File: src/ep0c_consts.svh
// Register indices, bit positions, reset values of the endpoint 0 control block.
// Included by the control module and by the testbench.
`ifndef EP0C_CONSTS_SVH
`define EP0C_CONSTS_SVH
// Register indices; byte address is four times the index
`define EP0C_IDX_DIR_DESC 8'h41
`define EP0C_IDX_IN_HS 8'h42
`define EP0C_IDX_OUT_HS 8'h43
`define EP0C_IDX_DESC_PTR 8'h70
`define EP0C_IDX_DESC_SIZE 8'h71
`define EP0C_IDX_FLAGS 8'h72
// Field positions
`define EP0C_B_DIR 7
`define EP0C_B_REPLY 0
`define EP0C_B_SHORT 6
`define EP0C_B_AUTONAK 7
`define EP0C_B_SEQ 4
`define EP0C_B_SEQ_ONE 3
`define EP0C_B_SEQ_ZERO 2
`define EP0C_B_NAK 1
`define EP0C_B_STALL 0
`define EP0C_B_DONE 0
`define EP0C_B_INACK 1
// Reset values
`define EP0C_RST_DIR_DESC 8'h00
`define EP0C_RST_IN_HS 8'h00
`define EP0C_RST_OUT_HS 8'h00
`define EP0C_RST_DESC 16'h0000
`endif

File: src/ep0c_pkg.sv
// Types shared by the endpoint 0 control block and its bus slave.
// Assumes the constants header is on the include path.
package ep0c_pkg;
   typedef enum logic [1:0] {HS_DATA, HS_NAK, HS_STALL} ep0c_hs_e;
   // Answer chosen at the token, held for the whole transaction
   typedef struct packed {
      ep0c_hs_e hs;
      logic [6:0] len;
      logic seq;
      logic from_desc;
   } ep0c_resp_s;
   // One register write from the bus
   typedef struct packed {
      logic vld;
      logic [7:0] idx;
      logic [31:0] data;
   } ep0c_wr_s;
endpackage : ep0c_pkg

File: src/ep0c_ahb_slave.sv
// AHB-Lite slave front end: word registers, zero wait states, always OKAY.
// Assumes single word transfers; register contents live in the parent.
`timescale 1ns/1ps
`default_nettype none
module ep0c_ahb_slave
   import ep0c_pkg::*;
(
   // Clock and reset
   input wire logic clk_i,
   input wire logic rstn_i,
   // AHB-Lite
   input wire logic hsel_i,
   input wire logic [31:0] haddr_i,
   input wire logic [1:0] htrans_i,
   input wire logic hwrite_i,
   input wire logic [2:0] hsize_i,
   input wire logic [31:0] hwdata_i,
   input wire logic hready_i,
   output logic hreadyout_o,
   output logic hresp_o,
   output logic [31:0] hrdata_o,
   // Register side
   output ep0c_wr_s wr_o,
   output logic [7:0] rd_idx_o,
   input wire logic [31:0] rd_data_i
);
   logic take;
   logic wpend_ff;
   logic [7:0] widx_ff;
   logic [31:0] hrdata_ff;

   // Only non-sequential word transfers are expected
   assign take = hsel_i && htrans_i[1] && hready_i && (hsize_i == 3'h2);
   assign rd_idx_o = haddr_i[9:2];
   assign hreadyout_o = 1'b1;
   assign hresp_o = 1'b0;
   assign hrdata_o = hrdata_ff;
   assign wr_o = '{vld: wpend_ff, idx: widx_ff, data: hwdata_i};

   always_ff @(posedge clk_i) begin
      if (!rstn_i) begin
         wpend_ff <= 1'b0;
         widx_ff <= 8'h00;
      end else begin
         wpend_ff <= take && hwrite_i && (haddr_i[31:10] == 22'h000000);
         if (take) begin
            widx_ff <= haddr_i[9:2];
         end
      end
   end

   // Read data is sampled at the address phase so it stands in the data phase
   always_ff @(posedge clk_i) begin
      if (!rstn_i) begin
         hrdata_ff <= 32'h00000000;
      end else if (take && !hwrite_i) begin
         hrdata_ff <= (haddr_i[31:10] == 22'h000000) ? rd_data_i : 32'h00000000;
      end
   end
endmodule : ep0c_ahb_slave
`default_nettype wire

File: src/ep0c_ctrl.sv
// Endpoint 0 control: direction, descriptor reply, short packets, sequence
// bits, forced NAK and STALL. Assumes a USB engine on the same clock that
// reports tokens and transaction ends as one-cycle pulses.
// Operation
// - Token against programmed direction gets NAK, or STALL when stall forced.
// - Descriptor reply answers IN with up to max packet from pointer.
// - Each acknowledged reply transaction advances pointer and shrinks remaining size.
// - Reply ends when all sent or non-IN token; flags set.
// - Short enable sends short packet, clears after short, stays after full.
// - Short enable with empty FIFO sends zero-length packet.
// - Separate IN and OUT sequence bits, each readable.
// - Sequence force-one and force-zero strobes; zero wins when both.
// - Forced NAK answers that direction with NAK regardless of FIFO.
// - Setup sets both forced NAKs; clears ignored while setup flag stands.
// - Setup clears both stall forces; sets ignored while setup flag stands.
// - Short IN packet completion sets IN forced NAK.
// - Forced NAK written during transaction takes effect at its end.
// - Stall force answers STALL, above forced NAK.
// - Stall set mid-transaction applies from next transaction.
// - Auto-NAK option sets OUT forced NAK after each good OUT.
//
// Decided for this implementation: the AHB-Lite register port.
`timescale 1ns/1ps
`default_nettype none
`include "ep0c_consts.svh"
module ep0c_ctrl
   import ep0c_pkg::*;
#(
   parameter int FIFO_CW = 12,
   parameter int DESC_W = 16
) (
   // Clock and reset
   input wire logic clk_i,
   input wire logic rstn_i,
   // AHB-Lite register bus
   input wire logic hsel_i,
   input wire logic [31:0] haddr_i,
   input wire logic [1:0] htrans_i,
   input wire logic hwrite_i,
   input wire logic [2:0] hsize_i,
   input wire logic [31:0] hwdata_i,
   input wire logic hready_i,
   output logic hreadyout_o,
   output logic hresp_o,
   output logic [31:0] hrdata_o,
   // USB engine events
   input wire logic tok_i,
   input wire logic tok_in_i,
   input wire logic tok_setup_i,
   input wire logic txn_end_i,
   input wire logic txn_ok_i,
   input wire logic setup_done_i,
   input wire logic setup_flag_i,
   // FIFO and packet size
   input wire logic [6:0] ep0_packet_limit_i,
   input wire logic [FIFO_CW-1:0] fifo_count_i,
   input wire logic [FIFO_CW-1:0] fifo_free_i,
   // Answer to the engine
   output ep0c_resp_s resp_o,
   output logic busy_o,
   output logic [DESC_W-1:0] descriptor_pointer_o
);
   ep0c_wr_s wr;
   logic [7:0] rd_idx;
   logic [31:0] rd_data;
   // Reset words as constants, since a bit cannot be picked out of a bare literal
   localparam logic [7:0] RST_DIR_DESC = `EP0C_RST_DIR_DESC;
   localparam logic [7:0] RST_IN_HS = `EP0C_RST_IN_HS;
   localparam logic [7:0] RST_OUT_HS = `EP0C_RST_OUT_HS;

   ep0c_ahb_slave u_bus (
      .clk_i(clk_i),
      .rstn_i(rstn_i),
      .hsel_i(hsel_i),
      .haddr_i(haddr_i),
      .htrans_i(htrans_i),
      .hwrite_i(hwrite_i),
      .hsize_i(hsize_i),
      .hwdata_i(hwdata_i),
      .hready_i(hready_i),
      .hreadyout_o(hreadyout_o),
      .hresp_o(hresp_o),
      .hrdata_o(hrdata_o),
      .wr_o(wr),
      .rd_idx_o(rd_idx),
      .rd_data_i(rd_data)
   );

   // Control state
   logic ep0_direction_ff;
   logic descriptor_reply_go_ff;
   logic short_packet_enable_ff;
   logic auto_nak_after_out_ff;
   logic [DESC_W-1:0] descriptor_pointer_ff;
   logic [DESC_W-1:0] descriptor_remaining_size_ff;
   logic descriptor_done_flag_ff;
   logic in_acked_flag_ff;
   // Per direction, index 1 is IN and 0 is OUT
   logic [1:0] nak_force_ff;
   logic [1:0] nak_pend_ff;
   logic [1:0] stall_force_ff;
   logic [1:0] seq_bit_state_ff;
   // Transaction in flight
   logic busy_ff;
   logic txn_in_ff;
   logic txn_setup_ff;
   ep0c_resp_s resp_ff;
   ep0c_resp_s nxt_resp;

   function automatic logic hit(input ep0c_wr_s w, input logic [7:0] idx);
      hit = w.vld && (w.idx == idx);
   endfunction : hit

   logic [1:0] hs_wr;
   logic [FIFO_CW-1:0] mps;
   logic [DESC_W-1:0] mps_d;
   logic ok_end;
   logic ok_data_in;
   logic short_done;
   logic desc_step;
   logic desc_last;
   logic desc_abort;
   logic desc_end;

   assign hs_wr[1] = hit(wr, `EP0C_IDX_IN_HS);
   assign hs_wr[0] = hit(wr, `EP0C_IDX_OUT_HS);
   assign mps = FIFO_CW'(ep0_packet_limit_i);
   assign mps_d = DESC_W'(ep0_packet_limit_i);
   assign ok_end = busy_ff && txn_end_i && txn_ok_i && (resp_ff.hs == HS_DATA) && !txn_setup_ff;
   assign ok_data_in = ok_end && txn_in_ff;
   assign short_done = ok_data_in && (resp_ff.len < ep0_packet_limit_i);
   assign desc_step = ok_data_in && resp_ff.from_desc;
   assign desc_last = desc_step && (descriptor_remaining_size_ff == DESC_W'(resp_ff.len));
   assign desc_abort = descriptor_reply_go_ff && tok_i && (!tok_in_i || tok_setup_i);
   assign desc_end = desc_last || desc_abort;

   // Answer is fixed at the token, so later writes only reach the next one
   always_comb begin
      logic st;
      logic nk;
      st = tok_in_i ? stall_force_ff[1] : stall_force_ff[0];
      nk = tok_in_i ? nak_force_ff[1] : nak_force_ff[0];
      nxt_resp.hs = HS_DATA;
      nxt_resp.len = 7'h00;
      nxt_resp.seq = tok_in_i ? seq_bit_state_ff[1] : seq_bit_state_ff[0];
      nxt_resp.from_desc = 1'b0;
      if (tok_setup_i) begin
         nxt_resp.hs = HS_DATA;
      end else if (st) begin
         nxt_resp.hs = HS_STALL;
      end else if (tok_in_i != ep0_direction_ff) begin
         nxt_resp.hs = HS_NAK;
      end else if (nk) begin
         nxt_resp.hs = HS_NAK;
      end else if (tok_in_i) begin
         if (descriptor_reply_go_ff) begin
            nxt_resp.from_desc = 1'b1;
            nxt_resp.len = (descriptor_remaining_size_ff < mps_d) ?
               descriptor_remaining_size_ff[6:0] : ep0_packet_limit_i;
         end else if (fifo_count_i >= mps) begin
            nxt_resp.len = ep0_packet_limit_i;
         end else if (short_packet_enable_ff) begin
            nxt_resp.len = fifo_count_i[6:0];
         end else begin
            nxt_resp.hs = HS_NAK;
         end
      end else if (fifo_free_i < mps) begin
         nxt_resp.hs = HS_NAK;
      end
   end

   always_ff @(posedge clk_i) begin
      if (!rstn_i) begin
         busy_ff <= 1'b0;
         txn_in_ff <= 1'b0;
         txn_setup_ff <= 1'b0;
         resp_ff <= '{hs: HS_NAK, len: 7'h00, seq: 1'b0, from_desc: 1'b0};
      end else if (tok_i) begin
         busy_ff <= 1'b1;
         txn_in_ff <= tok_in_i && !tok_setup_i;
         txn_setup_ff <= tok_setup_i;
         resp_ff <= nxt_resp;
      end else if (txn_end_i) begin
         busy_ff <= 1'b0;
      end
   end

   assign resp_o = resp_ff;
   assign busy_o = busy_ff;
   assign descriptor_pointer_o = descriptor_pointer_ff;

   always_ff @(posedge clk_i) begin
      if (!rstn_i) begin
         ep0_direction_ff <= RST_DIR_DESC[`EP0C_B_DIR];
      end else if (hit(wr, `EP0C_IDX_DIR_DESC)) begin
         ep0_direction_ff <= wr.data[`EP0C_B_DIR];
      end
   end

   // A fresh start from software wins over the hardware end
   always_ff @(posedge clk_i) begin
      if (!rstn_i) begin
         descriptor_reply_go_ff <= RST_DIR_DESC[`EP0C_B_REPLY];
      end else if (hit(wr, `EP0C_IDX_DIR_DESC)) begin
         descriptor_reply_go_ff <= wr.data[`EP0C_B_REPLY];
      end else if (desc_end) begin
         descriptor_reply_go_ff <= 1'b0;
      end
   end

   always_ff @(posedge clk_i) begin
      if (!rstn_i) begin
         descriptor_pointer_ff <= `EP0C_RST_DESC;
         descriptor_remaining_size_ff <= `EP0C_RST_DESC;
      end else begin
         if (hit(wr, `EP0C_IDX_DESC_PTR)) begin
            descriptor_pointer_ff <= wr.data[DESC_W-1:0];
         end else if (desc_step) begin
            descriptor_pointer_ff <= descriptor_pointer_ff + DESC_W'(resp_ff.len);
         end
         if (hit(wr, `EP0C_IDX_DESC_SIZE)) begin
            descriptor_remaining_size_ff <= wr.data[DESC_W-1:0];
         end else if (desc_step) begin
            descriptor_remaining_size_ff <=
               descriptor_remaining_size_ff - DESC_W'(resp_ff.len);
         end
      end
   end

   // Write one clears; a new event in the same cycle keeps the flag set
   always_ff @(posedge clk_i) begin
      if (!rstn_i) begin
         descriptor_done_flag_ff <= 1'b0;
         in_acked_flag_ff <= 1'b0;
      end else begin
         if (desc_end) begin
            descriptor_done_flag_ff <= 1'b1;
            in_acked_flag_ff <= 1'b1;
         end else if (hit(wr, `EP0C_IDX_FLAGS)) begin
            descriptor_done_flag_ff <= descriptor_done_flag_ff & ~wr.data[`EP0C_B_DONE];
            in_acked_flag_ff <= in_acked_flag_ff & ~wr.data[`EP0C_B_INACK];
         end
      end
   end

   always_ff @(posedge clk_i) begin
      if (!rstn_i) begin
         short_packet_enable_ff <= RST_IN_HS[`EP0C_B_SHORT];
      end else if (hs_wr[1]) begin
         short_packet_enable_ff <= wr.data[`EP0C_B_SHORT];
      end else if (short_done && !resp_ff.from_desc) begin
         short_packet_enable_ff <= 1'b0;
      end
   end

   always_ff @(posedge clk_i) begin
      if (!rstn_i) begin
         auto_nak_after_out_ff <= RST_OUT_HS[`EP0C_B_AUTONAK];
      end else if (hs_wr[0]) begin
         auto_nak_after_out_ff <= wr.data[`EP0C_B_AUTONAK];
      end
   end

   for (genvar d = 0; d < 2; d++) begin : g_dir
      logic dir_ok_end;
      logic hw_nak_set;
      logic wd;
      assign dir_ok_end = ok_end && (txn_in_ff == (d == 1));
      assign wd = hs_wr[d];
      if (d == 1) begin : g_in
         assign hw_nak_set = short_done;
      end else begin : g_out
         assign hw_nak_set = dir_ok_end && auto_nak_after_out_ff;
      end

      always_ff @(posedge clk_i) begin
         if (!rstn_i) begin
            nak_pend_ff[d] <= 1'b0;
         end else if (setup_done_i || (busy_ff && txn_end_i)) begin
            nak_pend_ff[d] <= 1'b0;
         end else if (wd) begin
            nak_pend_ff[d] <= wr.data[`EP0C_B_NAK] && busy_ff;
         end
      end

      // Setup wins, then any set, then an allowed clear
      always_ff @(posedge clk_i) begin
         if (!rstn_i) begin
            nak_force_ff[d] <= 1'b0;
         end else if (setup_done_i) begin
            nak_force_ff[d] <= 1'b1;
         // A write landing with the end itself must not be lost
         end else if (busy_ff && txn_end_i &&
                      ((wd ? wr.data[`EP0C_B_NAK] : nak_pend_ff[d]) || hw_nak_set)) begin
            nak_force_ff[d] <= 1'b1;
         end else if (wd && wr.data[`EP0C_B_NAK] && !busy_ff) begin
            nak_force_ff[d] <= 1'b1;
         end else if (wd && !wr.data[`EP0C_B_NAK] && !setup_flag_i) begin
            nak_force_ff[d] <= 1'b0;
         end
      end

      always_ff @(posedge clk_i) begin
         if (!rstn_i) begin
            stall_force_ff[d] <= 1'b0;
         end else if (setup_done_i) begin
            stall_force_ff[d] <= 1'b0;
         end else if (wd && (!wr.data[`EP0C_B_STALL] || !setup_flag_i)) begin
            stall_force_ff[d] <= wr.data[`EP0C_B_STALL];
         end
      end

      // Force-zero over force-one over the hardware flip
      always_ff @(posedge clk_i) begin
         if (!rstn_i) begin
            seq_bit_state_ff[d] <= 1'b0;
         end else if (setup_done_i) begin
            seq_bit_state_ff[d] <= 1'b1;
         end else if (wd && wr.data[`EP0C_B_SEQ_ZERO]) begin
            seq_bit_state_ff[d] <= 1'b0;
         end else if (wd && wr.data[`EP0C_B_SEQ_ONE]) begin
            seq_bit_state_ff[d] <= 1'b1;
         end else if (dir_ok_end) begin
            seq_bit_state_ff[d] <= ~seq_bit_state_ff[d];
         end
      end
   end

   // Strobe bits read as zero
   always_comb begin
      rd_data = 32'h00000000;
      if (rd_idx == `EP0C_IDX_DIR_DESC) begin
         rd_data[`EP0C_B_DIR] = ep0_direction_ff;
         rd_data[`EP0C_B_REPLY] = descriptor_reply_go_ff;
      end else if (rd_idx == `EP0C_IDX_IN_HS) begin
         rd_data[`EP0C_B_SHORT] = short_packet_enable_ff;
         rd_data[`EP0C_B_SEQ] = seq_bit_state_ff[1];
         rd_data[`EP0C_B_NAK] = nak_force_ff[1];
         rd_data[`EP0C_B_STALL] = stall_force_ff[1];
      end else if (rd_idx == `EP0C_IDX_OUT_HS) begin
         rd_data[`EP0C_B_AUTONAK] = auto_nak_after_out_ff;
         rd_data[`EP0C_B_SEQ] = seq_bit_state_ff[0];
         rd_data[`EP0C_B_NAK] = nak_force_ff[0];
         rd_data[`EP0C_B_STALL] = stall_force_ff[0];
      end else if (rd_idx == `EP0C_IDX_DESC_PTR) begin
         rd_data[DESC_W-1:0] = descriptor_pointer_ff;
      end else if (rd_idx == `EP0C_IDX_DESC_SIZE) begin
         rd_data[DESC_W-1:0] = descriptor_remaining_size_ff;
      end else if (rd_idx == `EP0C_IDX_FLAGS) begin
         rd_data[`EP0C_B_DONE] = descriptor_done_flag_ff;
         rd_data[`EP0C_B_INACK] = in_acked_flag_ff;
      end
   end
endmodule : ep0c_ctrl
`default_nettype wire

File: config.mk
export PLATFORM = sky130hd
export DESIGN_NAME = ep0c_ctrl
export DESIGN_NICKNAME = d
export VERILOG_FILES = /design/src/ep0c_pkg.sv /design/src/ep0c_ahb_slave.sv /design/src/ep0c_ctrl.sv
export VERILOG_INCLUDE_DIRS = /design/src /design/src/src
export SDC_FILE = /design/constraint.sdc
export NUM_CORES = 1
export LEC_CHECK = 0
export BUFFER_PORTS_ARGS = -buffer_cell sky130_fd_sc_hd__buf_4
export CAP_MARGIN = 20
export CORE_ASPECT_RATIO = 1.2
export CORE_UTILIZATION = 30
export CTS_CLUSTER_SIZE = 16
export DETAILED_ROUTE_END_ITERATION = 10
export PLACE_DENSITY_LB_ADDON = 0.05
export SLEW_MARGIN = 20
export SYNTH_ARGS = -nofsm -noshare
export SYNTH_HDL_FRONTEND = slang
export SYNTH_SLANG_ARGS = --single-unit
File: constraint.sdc
create_clock -name clk_i -period 2.8 [get_ports clk_i]
set_clock_uncertainty 0.15 [all_clocks]
set_input_delay 0.56 -clock clk_i [delete_from_list [all_inputs] [get_ports clk_i]]
set_output_delay 0.56 -clock clk_i [all_outputs]
set_load 0.05 [all_outputs]
# Word-level counts from Yosys, hierarchy flattened

Index checks and enable logic that the tools add are counted.

Logic and storage cells: 207
Input bits: 112
Output and inout bits: 62
Flip-flop bits (word level): 101

$lt $le $gt $ge: 4
Equality and inequality tests: 15
$add $sub $neg: 2
Bitwise gates (word level): 8
Reduce and logical (&&, ||, !) cells: 72
Mux-type cells: 80

Operator list:

| kind                 | count |
|---|---|
| $eq A8 B7 Y1 const B | 12 |
| $mux W16             | 6 |
| $mux W7              | 9 |
| $mux W1              | 48 |
| $logic_and A1 B1 Y1  | 43 |
| $mux W2              | 12 |
| $logic_not A22 Y1    | 1 |
| $add A16 B7 Y16      | 1 |
| $eq A16 B7 Y1        | 1 |
| $lt A16 B7 Y1        | 1 |
| $mux W8              | 2 |
| $reduce_bool A4 Y1   | 4 |
| $sub A16 B7 Y16      | 1 |
| $mux W14             | 1 |
| $ge A12 B7 Y1        | 1 |
| $lt A12 B7 Y1        | 1 |
| $reduce_bool A2 Y1   | 6 |
| $logic_not A1 Y1     | 9 |
| $mux W9              | 1 |
| $lt A7 B7 Y1         | 1 |
| $logic_or A1 B1 Y1   | 6 |
| $mux W6              | 1 |
| $not A1 Y1           | 6 |
| $reduce_or A2 Y1     | 2 |
| other kinds (4)      | 5 |

# Longest topological paths before layout

Gate-level depths: netlist of the first run.

Depth after elaboration: 10
Mapped depth: 9
Depth with buffers taken out: 9

# By module

From an unflattened synthesis of the first run, not the netlist that was laid out.

Cells, all modules: 843
Area, all modules: 6940.4 um^2

Modules (own cells, without submodules):

| module         | area an instance (um^2) | instances | cells an instance | seq. area each (um^2) |
|---|---|---|---|---|
| ep0c_ctrl      | 4740.8                  | 1         | 595               | 1201.2 |
| ep0c_ahb_slave | 2199.6                  | 1         | 248               | 820.8 |

# Least setup slack after synthesis of the first run

Ideal clock, no wire load.

Kind: reg-to-reg
Start point: reg resp_ff, in the netlist resp_o[7]
End point: reg descriptor_remaining_size_ff[14]
Clock period less this slack: 2.709 ns
Data arrival time: 2.426 ns
Cell stages (with the launch flop): 9
Required time: 2.516 ns
Path buffers: 0
Setup slack: 0.091 ns
Library setup time: 0.134 ns
Cell sequence: dfxtp_1 -> inv_1 -> ha_1 -> a21o_1 -> a21o_1 -> a2111oi_4 -> mux2_2 -> nand3_1 -> o211ai_1

Longest elaborated chain between the ends: 3

RTL lines:

| item                   | RTL line         | RTL |
|---|---|---|
| from (decl)            | ep0c_ctrl.sv:107 | `ep0c_resp_s resp_ff;` |
| from (signal assigned) | ep0c_ctrl.sv:177 | `resp_ff <= '{hs: HS_NAK, len: 7'h00, seq: 1'b0, from_desc: 1'b0};` |
| from (signal assigned) | ep0c_ctrl.sv:182 | `resp_ff <= nxt_resp;` |
| $sub A16 B7 Y16        | ep0c_ctrl.sv:225 | `descriptor_remaining_size_ff - DESC_W'(resp_ff.len);` |
| $mux W16               | ep0c_ctrl.sv:223 | `end else if (desc_step) begin` |
| $mux W16               | ep0c_ctrl.sv:221 | `` if (hit(wr, `EP0C_IDX_DESC_SIZE)) begin `` |
| to (signal assigned)   | ep0c_ctrl.sv:214 | `` descriptor_remaining_size_ff <= `EP0C_RST_DESC; `` |
| to (signal assigned)   | ep0c_ctrl.sv:222 | `descriptor_remaining_size_ff <= wr.data[DESC_W-1:0];` |
| to (signal assigned)   | ep0c_ctrl.sv:224 | `descriptor_remaining_size_ff <=` |
| to (decl)              | ep0c_ctrl.sv:95  | `logic [DESC_W-1:0] descriptor_remaining_size_ff;` |

Every way passes these cells. The select of a mux whose other input is x is not followed.
A chain may end at the register's enable or synchronous reset.

# Final worst setup path of the first run

Start point: reg resp_ff, in the netlist resp_o[6]
End point: reg descriptor_remaining_size_ff[14]

The elaborated chain is that of the path after synthesis.

==> results of run 1 <==
report_power, final:
group / total [mW] / switching, mW / internal [mW]
registers: 1.23 / 0.0107 / 1.22
clock network: 1.29 / 0.514 / 0.778
logic: 0.345 / 0.200 / 0.145
total: 2.87 / 0.725 / 2.14
flip-flops by register name, indices dropped and copies added (netlist names), 2 cells and up:
| signal | flops |
|---|---|
| nak_force_ff | 2 |
| nak_pend_ff | 2 |
| u_bus.hrdata_o | 16 |
| u_bus.widx_ff | 8 |
| descriptor_remaining_size_ff | 16 |
| descriptor_pointer_o | 16 |
| resp_o | 11 |
| stall_force_ff | 2 |
| seq_bit_state_ff | 2 |
timing repair:
item / 4_1_cts / 5_1_grt
resized for setup: 1 / 0
setup endpoints to repair: 3 / 0
endpoints found under the hold margin: 0 / 0
critical path: stages (launching register included):
cell and delay [ps]:
dfxtp_1 480, inv_1 120, ha_1 240, a21o_1 170, a21o_1 210, a2111oi_4 510
mux2_2 390, nand3_1 80, o211ai_1 100
cells in the final DEF (no fill, tap or decap), types with 4 or more instances in the layout:
cell / instances
a211o_1: 7
a211oi_1: 24
a21o_1: 5
a21oi_1: 47
a22oi_1: 5
a2bb2oi_1: 11
buf_4: 160
clkbuf_16: 9
conb_1: 18
dfxtp_1: 85
ha_1: 39
inv_1: 21
mux2_2: 4
mux2i_1: 29
nand2_1: 36
nand2b_1: 9
nand3_1: 23
nand4_1: 10
nand4b_1: 6
nor2_1: 81
nor2b_1: 12
nor3_1: 12
nor3b_1: 4
nor4_1: 7
o211a_1: 4
o211ai_1: 5
o21a_1: 10
o21ai_0: 32
o221ai_1: 8
o22ai_1: 4
or2_2: 6
or4b_1: 8
xnor2_1: 14
xor2_1: 11
metal layers:
metal | up-vias | wire length, um | global-route usage
li1 | 2824 | - | -
met1 | 2671 | 8456 | 0.2369
met2 | 147 | 9331 | 0.3361
met3 | 20 | 1016 | 0.04023
met4 | 0 | 380 | 0.06977
met5 | - | 0 | 0
per-stage QoR:
step | utilization | hold WS, ps
after floorplan | - | 286.8
after detailed placement | 0.3777 | 296.9
after global routing | 0.3942 | 313.0
final | 0.3942 | 303.5
after CTS | 0.3942 | 294.6
after global placement | 0.3777 | 297.5
cells by family (layout without fill, tap and decap cells):
group,after synthesis,count (layout),share of synthesized area
simple gates,247,247,0.2357
compound gates,190,190,0.2261
flops,85,85,0.2908
buf+inv,74,197,0.06116
fa+ha+maj,41,41,0.09025
mux,33,33,0.05731
xor+xnor,25,25,0.03743
other cells,2,18,0.001284
Yosys cell counts, drive strengths merged, types with 6 or more instances:
library cell and instances:
nand2 36, nand4 11, nand2b 9, a211o 7, nor3 14, o221ai 8
o21ai 32, or4b 8, clkbuf 27, nand3 24, nor4 8, nand4b 6
dfxtp 85, ha 39, or2 7, o21a 10, xnor2 14, mux2i 29
buf 26, xor2 11, a21oi 47, a211oi 25, nor2b 12, a2bb2oi 11
inv 21, nor2 82
cell type report:
type / count / area (sq um)
Clock inverter: 4 / 73.82
Timing Repair Buffer: 161 / 1221
Inverter: 21 / 78.83
Sequential cell: 85 / 1702
Fill cell: 2038 / 11510
Multi-Input combinational cell: 554 / 3859
Clock buffer: 11 / 232.7
Tap cell: 256 / 320.3
worst min path at each step:
stage / startpoint / to / slack, ps / cells past startpoint
after floorplan: descriptor_done_flag_ff$_SDFFE_PN0P_ / descriptor_done_flag_ff$_SDFFE_PN0P_ / 290 / 2
after global placement: u_bus.hrdata_o[0]$_SDFFE_PN0P_ / u_bus.hrdata_o[0]$_SDFFE_PN0P_ / 300 / 2
after detailed placement: u_bus.hrdata_o[4]$_SDFFE_PN0P_ / u_bus.hrdata_o[4]$_SDFFE_PN0P_ / 300 / 2
after CTS: haddr_i[8] / u_bus.widx_ff[6]$_SDFFE_PN0P_ / 290 / 3
after global routing: haddr_i[8] / u_bus.widx_ff[6]$_SDFFE_PN0P_ / 310 / 3
final: haddr_i[8] / u_bus.widx_ff[6]$_SDFFE_PN0P_ / 300 / 3
==> summary.md, run 1 <==
| Metric | Value |
|---|---|
| Post-DP Area | `7173 sq um` |
| F_max | `around 390 MHz` |
| Dpl cells | `~1100` |
| Total power | `around 2.9 mW` |
| CTS tree | `yes` |
| Post-CTS setup buffers | `0` |
| Fin crit share | `0.9233` |
| Reg2reg path depth | `8` |
| Slew HR | `0.5299` |
| Die Wd | `roughly 130 um` |
| Final HPWL DP | `14880 um` |
| Post-route antenna net violation count | `0` |
| Die H | `about 150 um` |
| GRT overflow | `0` |
| Htree depth | `3` |
| CP startpoint kind | `flip-flop` |
| Final setup violation count | `0` |
| HP Class | `primary input to flip-flop` |
| Post-synth EDFFs | `0` |
| CTS sink cnt | `85` |
| Synth Cell Area | `5851 sq um` |
| Antenna violations before repair | `0` |
| Leak | `roughly 3.1 nW` |
| Vias | `roughly 5700` |
| MaxCap Viol Count | `0` |
| Main synth FF type | `dfxtp_1` |
| Vias in the first global route | `5560` |
| Pin count of the biggest net entering global routing | `between 40 and 50` |
| Io pins | `around 170` |
| Clock transition at path regs | `60 ps` |
| Async S/R FF share, synth | `0` |
| Yosys warning count | `0` |
| DRT Wirelength | `between 15000 and 20000 um` |
| Initial core utilization | `0.3080` |
| Routed wire length per instance | `between 15 and 20 um` |
| Synth top area share | `0.2908` |
| TNS Setup | `0 ps` |
| Synthesis-to-finish area growth | `27.97%` |
| Synth top area cells | `dfxtp_1 (29%), ha_1 (8.3%), nor2_1 (5.2%)` |
| Place WS | `-9.341 ps` |
| Port bufs | `136` |
| DRC | `0` |
| Pwr per Cell Area | `~380 nW/um^2` |
| Post-synthesis instance total | `697` |
| Clk buf depth | `2` |
| Crit. End Element | `flip-flop` |
| Starting DRT DRC Count | `around 210` |
| WP data required | `2860 ps` |
| Core area | `between 15000 and 20000 sq um` |
| Setup crit start | `resp_o[6]$_SDFFE_PN0P_` |
| # rows | `55` |
| Max VDD drop | `around 0.00027 V` |
| Max Transition Viols Final | `0` |
| Design Area, Final | `7487 sq um` |
| Final Instance Count excl. Fillers | `~1100` |
| Layout Nets | `985` |
| CTS Hold Bufs | `0` |
| Cell taking the most area after synthesis | `dfxtp_1` |
| Worst-Margin Slew | `between 700 and 800 ps` |
| R2r endpoint | `descriptor_remaining_size_ff[14]$_SDFFE_PN0P_` |
| RSZ-0062 raised after global routing | `false` |
| FF+latch count, synth | `between 80 and 90` |
| Fin. Hold Viols | `0` |
| Global-route wire length before repair | `30060 um` |
| Layout cell share with drive strength beyond 1 | `0.2452` |
| Num CTS Buffers | `9` |
| Critical R2R Launch | `resp_o[6]$_SDFFE_PN0P_` |
| Clock root buffer | `clkbuf_16` |
| Avg Cell Area, Syn | `~8.4 sq um` |
| Sequential area share after synthesis | `0.2908` |
| Synth cell types | `78` |
| Final Wtd Congestion | `roughly 0.81` |
| Arrival @ worst endpoint | `between 2000 and 3000 ps` |
| Gr usage total | `0.1948` |
| Die footprint | `20070 sq um` |
| Worst-skew pair later-pin latency | `between 300 and 400 ps` |
| CP Class | `flip-flop to flip-flop` |
| Register-to-Register Setup Slack | `210 ps` |
| DRT Pass-1 Iters | `4` |
| Outcome | `complete, no violations` |
| ANT cells | `0` |
| Max FO, Critical Path | `4` |
| DR vias/cell | `about 5.2` |
| Worst Setup EP | `descriptor_remaining_size_ff[14]$_SDFFE_PN0P_` |
| Worst Slack Setup Final | `roughly 210 ps` |
| Crit path time final | `2585 ps` |
(Power assumes the default switching activity.)
==> inputs of run 2 (changes only) <==
Settings changed: CORE_UTILIZATION 30 to 43, PLACE_DENSITY from default to 0.69, PLACE_DENSITY_LB_ADDON 0.05 to default.
Clock period 2.8 ns to 3.2 ns, I/O delays scaled along.
==> run 2 against run 1 <==
Effect of this change: setup slack better by 330 ps; final area fell by 2.3%; sequential power down 12%; via count increased by 1.9%; routed wire length fell by 10%; first-iteration DRC count is 65% higher; critical endpoint is now descriptor_remaining_size_ff[12]$_SDFFE_PN0P_.
==> summary.md, run 2 (synthesized netlist as in run 1, its figures left out) <==
| Metric | Value |
|---|---|
| CP Buf/Inv Count | `1 (unchanged)` |
| CTS Hold Bufs | `0 (unchanged)` |
| Layout Nets | `975 (was 985)` |
| Worst-Margin Slew | `902.9 ps (was 704.2 ps)` |
| ANT cells | `0 (unchanged)` |
| Antenna violations before repair | `0 (unchanged)` |
| Num CTS Buffers | `9 (unchanged)` |
| Fin. Hold Viols | `0 (unchanged)` |
| Post-CTS setup buffers | `0 (unchanged)` |
| Psw | `636.0 uW (was 724.7 uW)` |
| F_max | `377.2 MHz (was 386.8 MHz)` |
| Post-DP Area | `6975 sq um (was 7173 sq um)` |
| Critical Path Max Stage Delay | `400 ps (was 510 ps)` |
| HP Class | `flip-flop to flip-flop (was primary input to flip-flop)` |
| Initial core utilization | `0.4420 (was 0.3080)` |
| Crit. End Element | `flip-flop (unchanged)` |
| Fin crit share | `0.8285 (was 0.9233)` |
| Die H | `129.8 um (was 155.0 um)` |
| CP Class | `flip-flop to flip-flop (unchanged)` |
| Clk buf depth | `2 (unchanged)` |
| Outcome | `complete, no violations (unchanged)` |
| TNS Setup | `0 ps (unchanged)` |
| Layout cell share with drive strength beyond 1 | `0.2370 (was 0.2452)` |
| GRT overflow | `0 (unchanged)` |
| # rows | `46 (was 55)` |
| Commonest non-fill, non-tap cell in the layout | `buf_4 (unchanged)` |
| DR vias/cell | `5.799 (was 5.185)` |
| Pin count of the biggest net entering global routing | `42 (was 49)` |
| Register-to-Register Setup Slack | `550 ps (was 210 ps)` |
| Final Instance Count excl. Fillers | `995 (was 1092)` |
| CP startpoint kind | `flip-flop (unchanged)` |
| Leak | `3.097 nW (was 3.146 nW)` |
| Comb pwr share | `0.115 (was 0.120)` |
| Power share of the clock group | `0.470 (was 0.451)` |
| Port bufs | `136 (unchanged)` |
| Clock root buffer | `clkbuf_16 (unchanged)` |
| Post-CTS sizing | `0 (was 1)` |
| Max Transition Viols Final | `0 (unchanged)` |
| Reg2reg path depth | `9 (was 8)` |
| R2r endpoint | `descriptor_remaining_size_ff[12]$_SDFFE_PN0P_ (was descriptor_remaining_size_ff[14]$_SDFFE_PN0P_)` |
| Vias in the first global route | `5619 (was 5560)` |
| Die footprint | `14080 sq um (was 20070 sq um)` |
| Htree depth | `3 (unchanged)` |
| Die Wd | `108.5 um (was 129.5 um)` |
| Worst path cell trace | `inv_1 -> ha_1 -> fa_1 -> nand2b_1 -> a21oi_1 -> a2111oi_4 -> and2b_2 -> xnor2_1 -> a211oi_1 (was inv_1 -> ha_1 -> a21o_1 -> a21o_1 -> a2111oi_4 -> mux2_2 -> nand3_1 -> o211ai_1)` |
| RSZ-0062 raised after global routing | `false (unchanged)` |
| Switching Share | `0.2455 (was 0.2528)` |
| Setup crit start | `descriptor_remaining_size_ff[0]$_SDFFE_PN0P_ (was resp_o[6]$_SDFFE_PN0P_)` |
| Slew HR | `0.3972 (was 0.5299)` |
| Pwr per Cell Area | `354.3 nW/um^2 (was 382.9 nW/um^2)` |
| DRT Wirelength | `17190 um (was 19180 um)` |
| Max VDD drop | `0.0001988 V (was 0.0002700 V)` |
| Commonest cells after routing, fill and taps aside | `buf_4 (151), dfxtp_1 (85), nor2_1 (81), a21oi_1 (47), ha_1 (39) (was buf_4 (160), dfxtp_1 (85), nor2_1 (81), a21oi_1 (47), ha_1 (39))` |
| Io pins | `174 (unchanged)` |
| MaxCap Viol Count | `0 (unchanged)` |
| Gr usage total | `0.2466 (was 0.1948)` |
| Vias | `5770 (was 5662)` |
| DRC | `0 (unchanged)` |
| Clock transition at path regs | `70 ps (was 60 ps)` |
| Starting DRT DRC Count | `352 (was 213)` |
| Final HPWL DP | `12990 um (was 14880 um)` |
| CP Depth | `9 (was 8)` |
| Crit path time final | `2651 ps (was 2585 ps)` |
| Core area | `13240 sq um (was 18990 sq um)` |
| Sequential share of power | `0.415 (was 0.429)` |
| Fin util | `0.5525 (was 0.3942)` |
| DRT Pass-1 Iters | `7 (was 4)` |
| Critical R2R Launch | `descriptor_remaining_size_ff[0]$_SDFFE_PN0P_ (was resp_o[6]$_SDFFE_PN0P_)` |
| Global-route wire length before repair | `27120 um (was 30060 um)` |
| Cell Int Power | `1.955 mW (was 2.142 mW)` |
| Dpl cells | `979 (was 1077)` |
| Synthesis-to-finish area growth | `25.00% (was 27.97%)` |
| Design Area, Final | `7313 sq um (was 7487 sq um)` |
| Worst Setup EP | `descriptor_remaining_size_ff[12]$_SDFFE_PN0P_ (was descriptor_remaining_size_ff[14]$_SDFFE_PN0P_)` |
| Total power | `2.591 mW (was 2.867 mW)` |
| Post-route antenna net violation count | `0 (unchanged)` |
| WP data required | `3320 ps (was 2860 ps)` |
| Final Wtd Congestion | `0.8945 (was 0.8070)` |
| Worst path slowest cell | `fa_1 (was a2111oi_4)` |
| CTS tree | `yes (unchanged)` |
| Max FO, Critical Path | `4 (unchanged)` |
| Arrival @ worst endpoint | `2770 ps (was 2650 ps)` |
| Routed wire length per instance | `17.28 um (was 17.57 um)` |
| CTS sink cnt | `85 (unchanged)` |
| Final setup violation count | `0 (unchanged)` |
| Top cell family by delay on the critical path | `compound AO/OA/AOI/OAI gates (unchanged)` |
| Worst-skew pair later-pin latency | `350 ps (about the same)` |
[run 2: cell count changes in the layout (fill, tap and decap cells not counted)]
| cell | delta |
|---|---|
| buf_12 | -1 |
| buf_4 | -9 |
| bufinv_16 | +1 |
| clkbuf_1 | -1 |
| clkinv_2 | +1 |
| clkinv_4 | -1 |
| inv_6 | +1 |
| o41ai_1 | +1 |
| o41ai_2 | -1 |
[run 2: how the worst min path moves through the flow]
stage / startpoint / to / slack, ps / depth (start not counted)
2_1_floorplan: descriptor_done_flag_ff$_SDFFE_PN0P_ / descriptor_done_flag_ff$_SDFFE_PN0P_ / 290 / 2
3_3_place_gp: u_bus.hrdata_o[0]$_SDFFE_PN0P_ / u_bus.hrdata_o[0]$_SDFFE_PN0P_ / 300 / 2
3_5_place_dp: u_bus.hrdata_o[7]$_SDFFE_PN0P_ / u_bus.hrdata_o[7]$_SDFFE_PN0P_ / 310 / 2
4_1_cts: nak_pend_ff[1]$_SDFFE_PP0P_ / nak_pend_ff[1]$_SDFFE_PP0P_ / 320 / 2
5_1_grt: descriptor_done_flag_ff$_SDFFE_PN0P_ / descriptor_done_flag_ff$_SDFFE_PN0P_ / 340 / 2
6_report: nak_pend_ff[1]$_SDFFE_PP0P_ / nak_pend_ff[1]$_SDFFE_PP0P_ / 320 / 2
[run 2: final cells by class]
cell class	count	area [sq um]
Clock inverter	6	108.9
Inverter	21	78.83
Sequential cell	85	1702
Clock buffer	10	229.0
Tap cell	168	210.2
Timing Repair Buffer	151	1134
Fill cell	1243	5924
Multi-Input combinational cell	554	3851
[run 2: worst register-to-register path, delay by kind of cell, from the launching register on]
family                   cells  cell delay, ps
AND/OR/NAND/NOR              2             410
XOR/XNOR                     1             120
buffers and inverters        1             120
AO/OA/AOI/OAI                3             770
flip-flops                   1             380
adder cells (fa/ha/maj)      2             620
[run 2: metrics by stage]
stage	hold WS, ps	setup slack [ps]
4_1_cts	323.8	527.5
5_1_grt	340.8	395.5
2_1_floorplan	286.8	490.7
6_report	324.6	548.7
3_3_place_gp	297.6	439.6
3_5_place_dp	308.5	335.1
[run 2: power groups by stage]
stage	logic, mW	clock network (mW)	registers, mW
final	0.297	1.22	1.08
after global routing	0.322	1.27	1.08
after CTS	0.296	1.23	1.08
after detailed placement	0.295	0	1.10
after global placement	0.290	0	1.10
after floorplan	0.166	0	1.11
[run 2: per-layer routing]
metal | global-route usage | wire [um] | vias to the layer above
li1 | - | - | 2800
met1 | 0.2965 | 7263 | 2667
met2 | 0.4177 | 8081 | 259
met3 | 0.05594 | 1272 | 44
met4 | 0.1113 | 572 | 0
met5 | 0 | 0 | -
==> inputs of run 3 (changes only) <==
Settings changed: ABC_AREA from default to 1.
Clock period 3.2 ns to 2.7 ns, I/O delays scaled along.
==> run 3 against run 2 <==
Effect of this change: the flow now finishes with violations (design-rule violations); final area increased by 5.8%; die area increased by 7.2%; sequential share of layout area decreased by 1.3 points; via count increased by 19%; global-route usage increased by 0.90 points; sequential cell count unchanged; utilization decreased by 1.1 points; combinational power increased by 21%; count of clock-buffer cells in the layout increased by 2; maximum frequency increased by 16%; setup slack got worse by 140 ps; largest cell class unchanged.
==> summary.md, run 3 <==
| Metric | Value |
|---|---|
| Outcome | `finished with violations (was complete, no violations)` |
| Failing checks | `design-rule violations` |
| Antenna violations before repair | `0 (unchanged)` |
| Final HPWL DP | `15100 um (was 12990 um)` |
| Synth cell types | `46 (was 78)` |
| Synth top area cells | `dfxtp_1 (27%), nand2_1 (16%), nand3_1 (8.3%) (was dfxtp_1 (29%), ha_1 (8.3%), nor2_1 (5.2%))` |
| Crit path time final | `2294 ps (was 2651 ps)` |
| Post-route antenna net violation count | `0 (unchanged)` |
| Clock transition at path regs | `60 ps (was 70 ps)` |
| Pwr per Cell Area | `373.1 nW/um^2 (was 354.3 nW/um^2)` |
| TNS Setup | `0 ps (unchanged)` |
| Switching Share | `0.2558 (was 0.2455)` |
| HP Class | `primary input to flip-flop (was flip-flop to flip-flop)` |
| DR vias/cell | `5.258 (was 5.799)` |
| Global-route wire length before repair | `30370 um (was 27120 um)` |
| Initial core utilization | `0.4393 (was 0.4420)` |
| Synthesis-to-finish area growth | `23.22% (was 25.00%)` |
| Top cells by count, synth | `nand2_1 (268), inv_1 (120), nand3_1 (104) (was dfxtp_1 (85), nor2_1 (81), a21oi_1 (47))` |
| Sequential share of power | `0.442 (was 0.415)` |
| DRC | `4 (was 0)` |
| CP Buf/Inv Count | `2 (was 1)` |
| Commonest cells after routing, fill and taps aside | `nand2_1 (268), buf_4 (146), inv_1 (119), nand3_1 (104), dfxtp_1 (85) (was buf_4 (151), dfxtp_1 (85), nor2_1 (81), a21oi_1 (47), ha_1 (39))` |
| Core area | `14290 sq um (was 13240 sq um)` |
| Yosys warning count | `0 (unchanged)` |
| Main synth FF type | `dfxtp_1 (unchanged)` |
| Critical Path Max Stage Delay | `420 ps (was 400 ps)` |
| F_max | `435.8 MHz (was 377.2 MHz)` |
| Crit. End Element | `flip-flop (unchanged)` |
| Max VDD drop | `0.0002255 V (was 0.0001988 V)` |
| CTS sink cnt | `85 (unchanged)` |
| Post-synthesis instance total | `986 (was 697)` |
| Async S/R FF share, synth | `0 (unchanged)` |
| Post-CTS setup buffers | `0 (unchanged)` |
| Fin crit share | `0.8498 (was 0.8285)` |
| Port bufs | `136 (unchanged)` |
| Most frequent cell after synthesis | `nand2_1 (was dfxtp_1)` |
| Power share of the clock group | `0.434 (was 0.470)` |
| Fillers | `1456 (was 1243)` |
| MaxCap Viol Count | `0 (unchanged)` |
| # rows | `48 (was 46)` |
| DRT Pass-1 Iters | `8 (was 7)` |
| Post-synth EDFFs | `0 (unchanged)` |
| Pin count of the biggest net entering global routing | `30 (was 42)` |
| Synth Cell Area | `6279 sq um (was 5851 sq um)` |
| Gr usage total | `0.2557 (was 0.2466)` |
| Htree depth | `3 (unchanged)` |
| Cell Int Power | `2.148 mW (was 1.955 mW)` |
| WP data required | `2790 ps (was 3320 ps)` |
| GRT overflow | `0 (unchanged)` |
| Arrival @ worst endpoint | `2380 ps (was 2770 ps)` |
| RSZ-0062 raised after global routing | `false (unchanged)` |
| Comb pwr share | `0.124 (was 0.115)` |
| Clk buf depth | `2 (unchanged)` |
| CTS tree | `yes (unchanged)` |
| Worst path slowest cell | `dfxtp_1 (was fa_1)` |
| Design Area, Final | `7736 sq um (was 7313 sq um)` |
| Leak | `3.652 nW (was 3.097 nW)` |
| Cell taking the most area after synthesis | `dfxtp_1 (unchanged)` |
| Commonest non-fill, non-tap cell in the layout | `nand2_1 (was buf_4)` |
| Fin. Hold Viols | `0 (unchanged)` |
| CP startpoint kind | `flip-flop (unchanged)` |
| Worst Slack Setup Final | `405.5 ps (was 548.7 ps)` |
| Worst path cell trace | `inv_1 -> ha_1 -> fa_1 -> inv_1 -> nand3_1 -> nand2_1 -> nand2_1 -> o211ai_1 -> xor2_1 -> a21oi_1 -> nor2_1 (was inv_1 -> ha_1 -> fa_1 -> nand2b_1 -> a21oi_1 -> a2111oi_4 -> and2b_2 -> xnor2_1 -> a211oi_1)` |
| Synth top area share | `0.2710 (was 0.2908)` |
| Post-CTS sizing | `0 (unchanged)` |
| Worst-Margin Slew | `624.5 ps (was 902.9 ps)` |
| Place WS | `292.7 ps (was 335.1 ps)` |
| Vias | `6851 (was 5770)` |
| Vias in the first global route | `6166 (was 5619)` |
| Post-DP Area | `7442 sq um (was 6975 sq um)` |
| Max FO, Critical Path | `4 (unchanged)` |
| Worst-skew pair later-pin latency | `340 ps (was 350 ps)` |
| CP Class | `flip-flop to flip-flop (unchanged)` |
| Die H | `134.4 um (was 129.8 um)` |
| Layout cell share with drive strength beyond 1 | `0.1764 (was 0.2370)` |
| Max Transition Viols Final | `0 (unchanged)` |
| Sequential area share after synthesis | `0.2710 (was 0.2908)` |
| Starting DRT DRC Count | `455 (was 352)` |
| Psw | `738.2 uW (was 636.0 uW)` |
| Fin util | `0.5412 (was 0.5525)` |
| Routed wire length per instance | `14.41 um (was 17.28 um)` |
| FF+latch count, synth | `85 (unchanged)` |
| CTS Hold Bufs | `0 (unchanged)` |
| Clock root buffer | `clkbuf_16 (unchanged)` |
| Io pins | `174 (unchanged)` |
| Num CTS Buffers | `9 (unchanged)` |
| DRT Wirelength | `18780 um (was 17190 um)` |
| Layout Nets | `1276 (was 975)` |
| Final setup violation count | `0 (unchanged)` |
| ANT cells | `0 (unchanged)` |
| Top cell family by delay on the critical path | `adder cells (was compound AO/OA/AOI/OAI gates)` |
| Die footprint | `15090 sq um (was 14080 sq um)` |
| Final Wtd Congestion | `0.9572 (was 0.8945)` |
| Avg Cell Area, Syn | `6.368 sq um (was 8.394 sq um)` |
| Die Wd | `112.3 um (was 108.5 um)` |
| Slew HR | `0.5805 (was 0.3972)` |
[run 3: changes by cell type after synthesis, sizes merged, moves of 24 or more]
cell | before | now
inv | 21 | 128
mux2i | 29 | 0
a211oi | 25 | 1
a21oi | 47 | 74
nand3 | 24 | 104
nand2 | 36 | 275
[run 3: kinds of logic (layout without fill, tap and decap cells)]
group,count (synthesis),count (layout),synth area share
buffers and inverters,165,291,0.1134
DFF,85,85,0.2710
other,2,18,0.001196
and+or+nand+nor,509,509,0.3581
adders and majority gates,41,41,0.08410
AOI/OAI and AO/OA,170,170,0.1527
xor gates and xnor gates,14,14,0.01953
[run 3: power by group through the flow]
| stage | Clock [mW] | Sequential [mW] | Combinational, mW |
|---|---|---|---|
| 2_1_floorplan | 0 | 1.31 | 0.198 |
| 3_3_place_gp | 0 | 1.30 | 0.355 |
| 3_5_place_dp | 0 | 1.30 | 0.359 |
| 4_1_cts | 1.27 | 1.27 | 0.360 |
| 5_1_grt | 1.33 | 1.28 | 0.394 |
| 6_report | 1.25 | 1.28 | 0.359 |
[run 3: path summary, 6_finish.rpt]
check / slack, ps / cells after the start / startpoint / to
worst max-delay path: 410 / 11 / descriptor_remaining_size_ff[0]$_SDFFE_PN0P_ / descriptor_remaining_size_ff[8]$_SDFFE_PN0P_
worst min-delay path: 270 / 2 / tok_i / txn_in_ff$_SDFFE_PN0P_
worst max register to register: 410 / 11 / descriptor_remaining_size_ff[0]$_SDFFE_PN0P_ / descriptor_remaining_size_ff[8]$_SDFFE_PN0P_
worst min register to register: 310 / 2 / u_bus.hrdata_o[13]$_SDFFE_PN0P_ / u_bus.hrdata_o[13]$_SDFFE_PN0P_
[run 3: per-layer routing]
metal  vias to the layer above  share of wire  global-route usage  routed length [um]
met5                         -              0                   0                   0
met4                         0          0.032              0.1119                 605
met3                        37          0.067             0.02892                1254
met2                       256           0.48              0.4362                8942
met1                      3066           0.42              0.3253                7973
li1                       3492              -                   -                   -
[run 3: cell type report]
class,instances,area [sq um],share of cell area
Sequential cell,85,1702,0.2200
Multi-Input combinational cell,752,3925,0.5074
Clock inverter,4,47.55,0.006146
Timing Repair Buffer,147,1116,0.1443
Clock buffer,12,246.5,0.03186
Inverter,128,480.5,0.06211
Tap cell,175,219.0,0.02830
[run 3: per-stage QoR]
stage,hold WS [ps],instances,power (mW)
4_1_cts,255.1,1303,2.904
3_5_place_dp,307.5,1287,1.662
5_1_grt,268.8,1303,2.997
6_report,266.1,1303,2.886
3_3_place_gp,302.4,1287,1.657
2_1_floorplan,293.4,1002,1.509
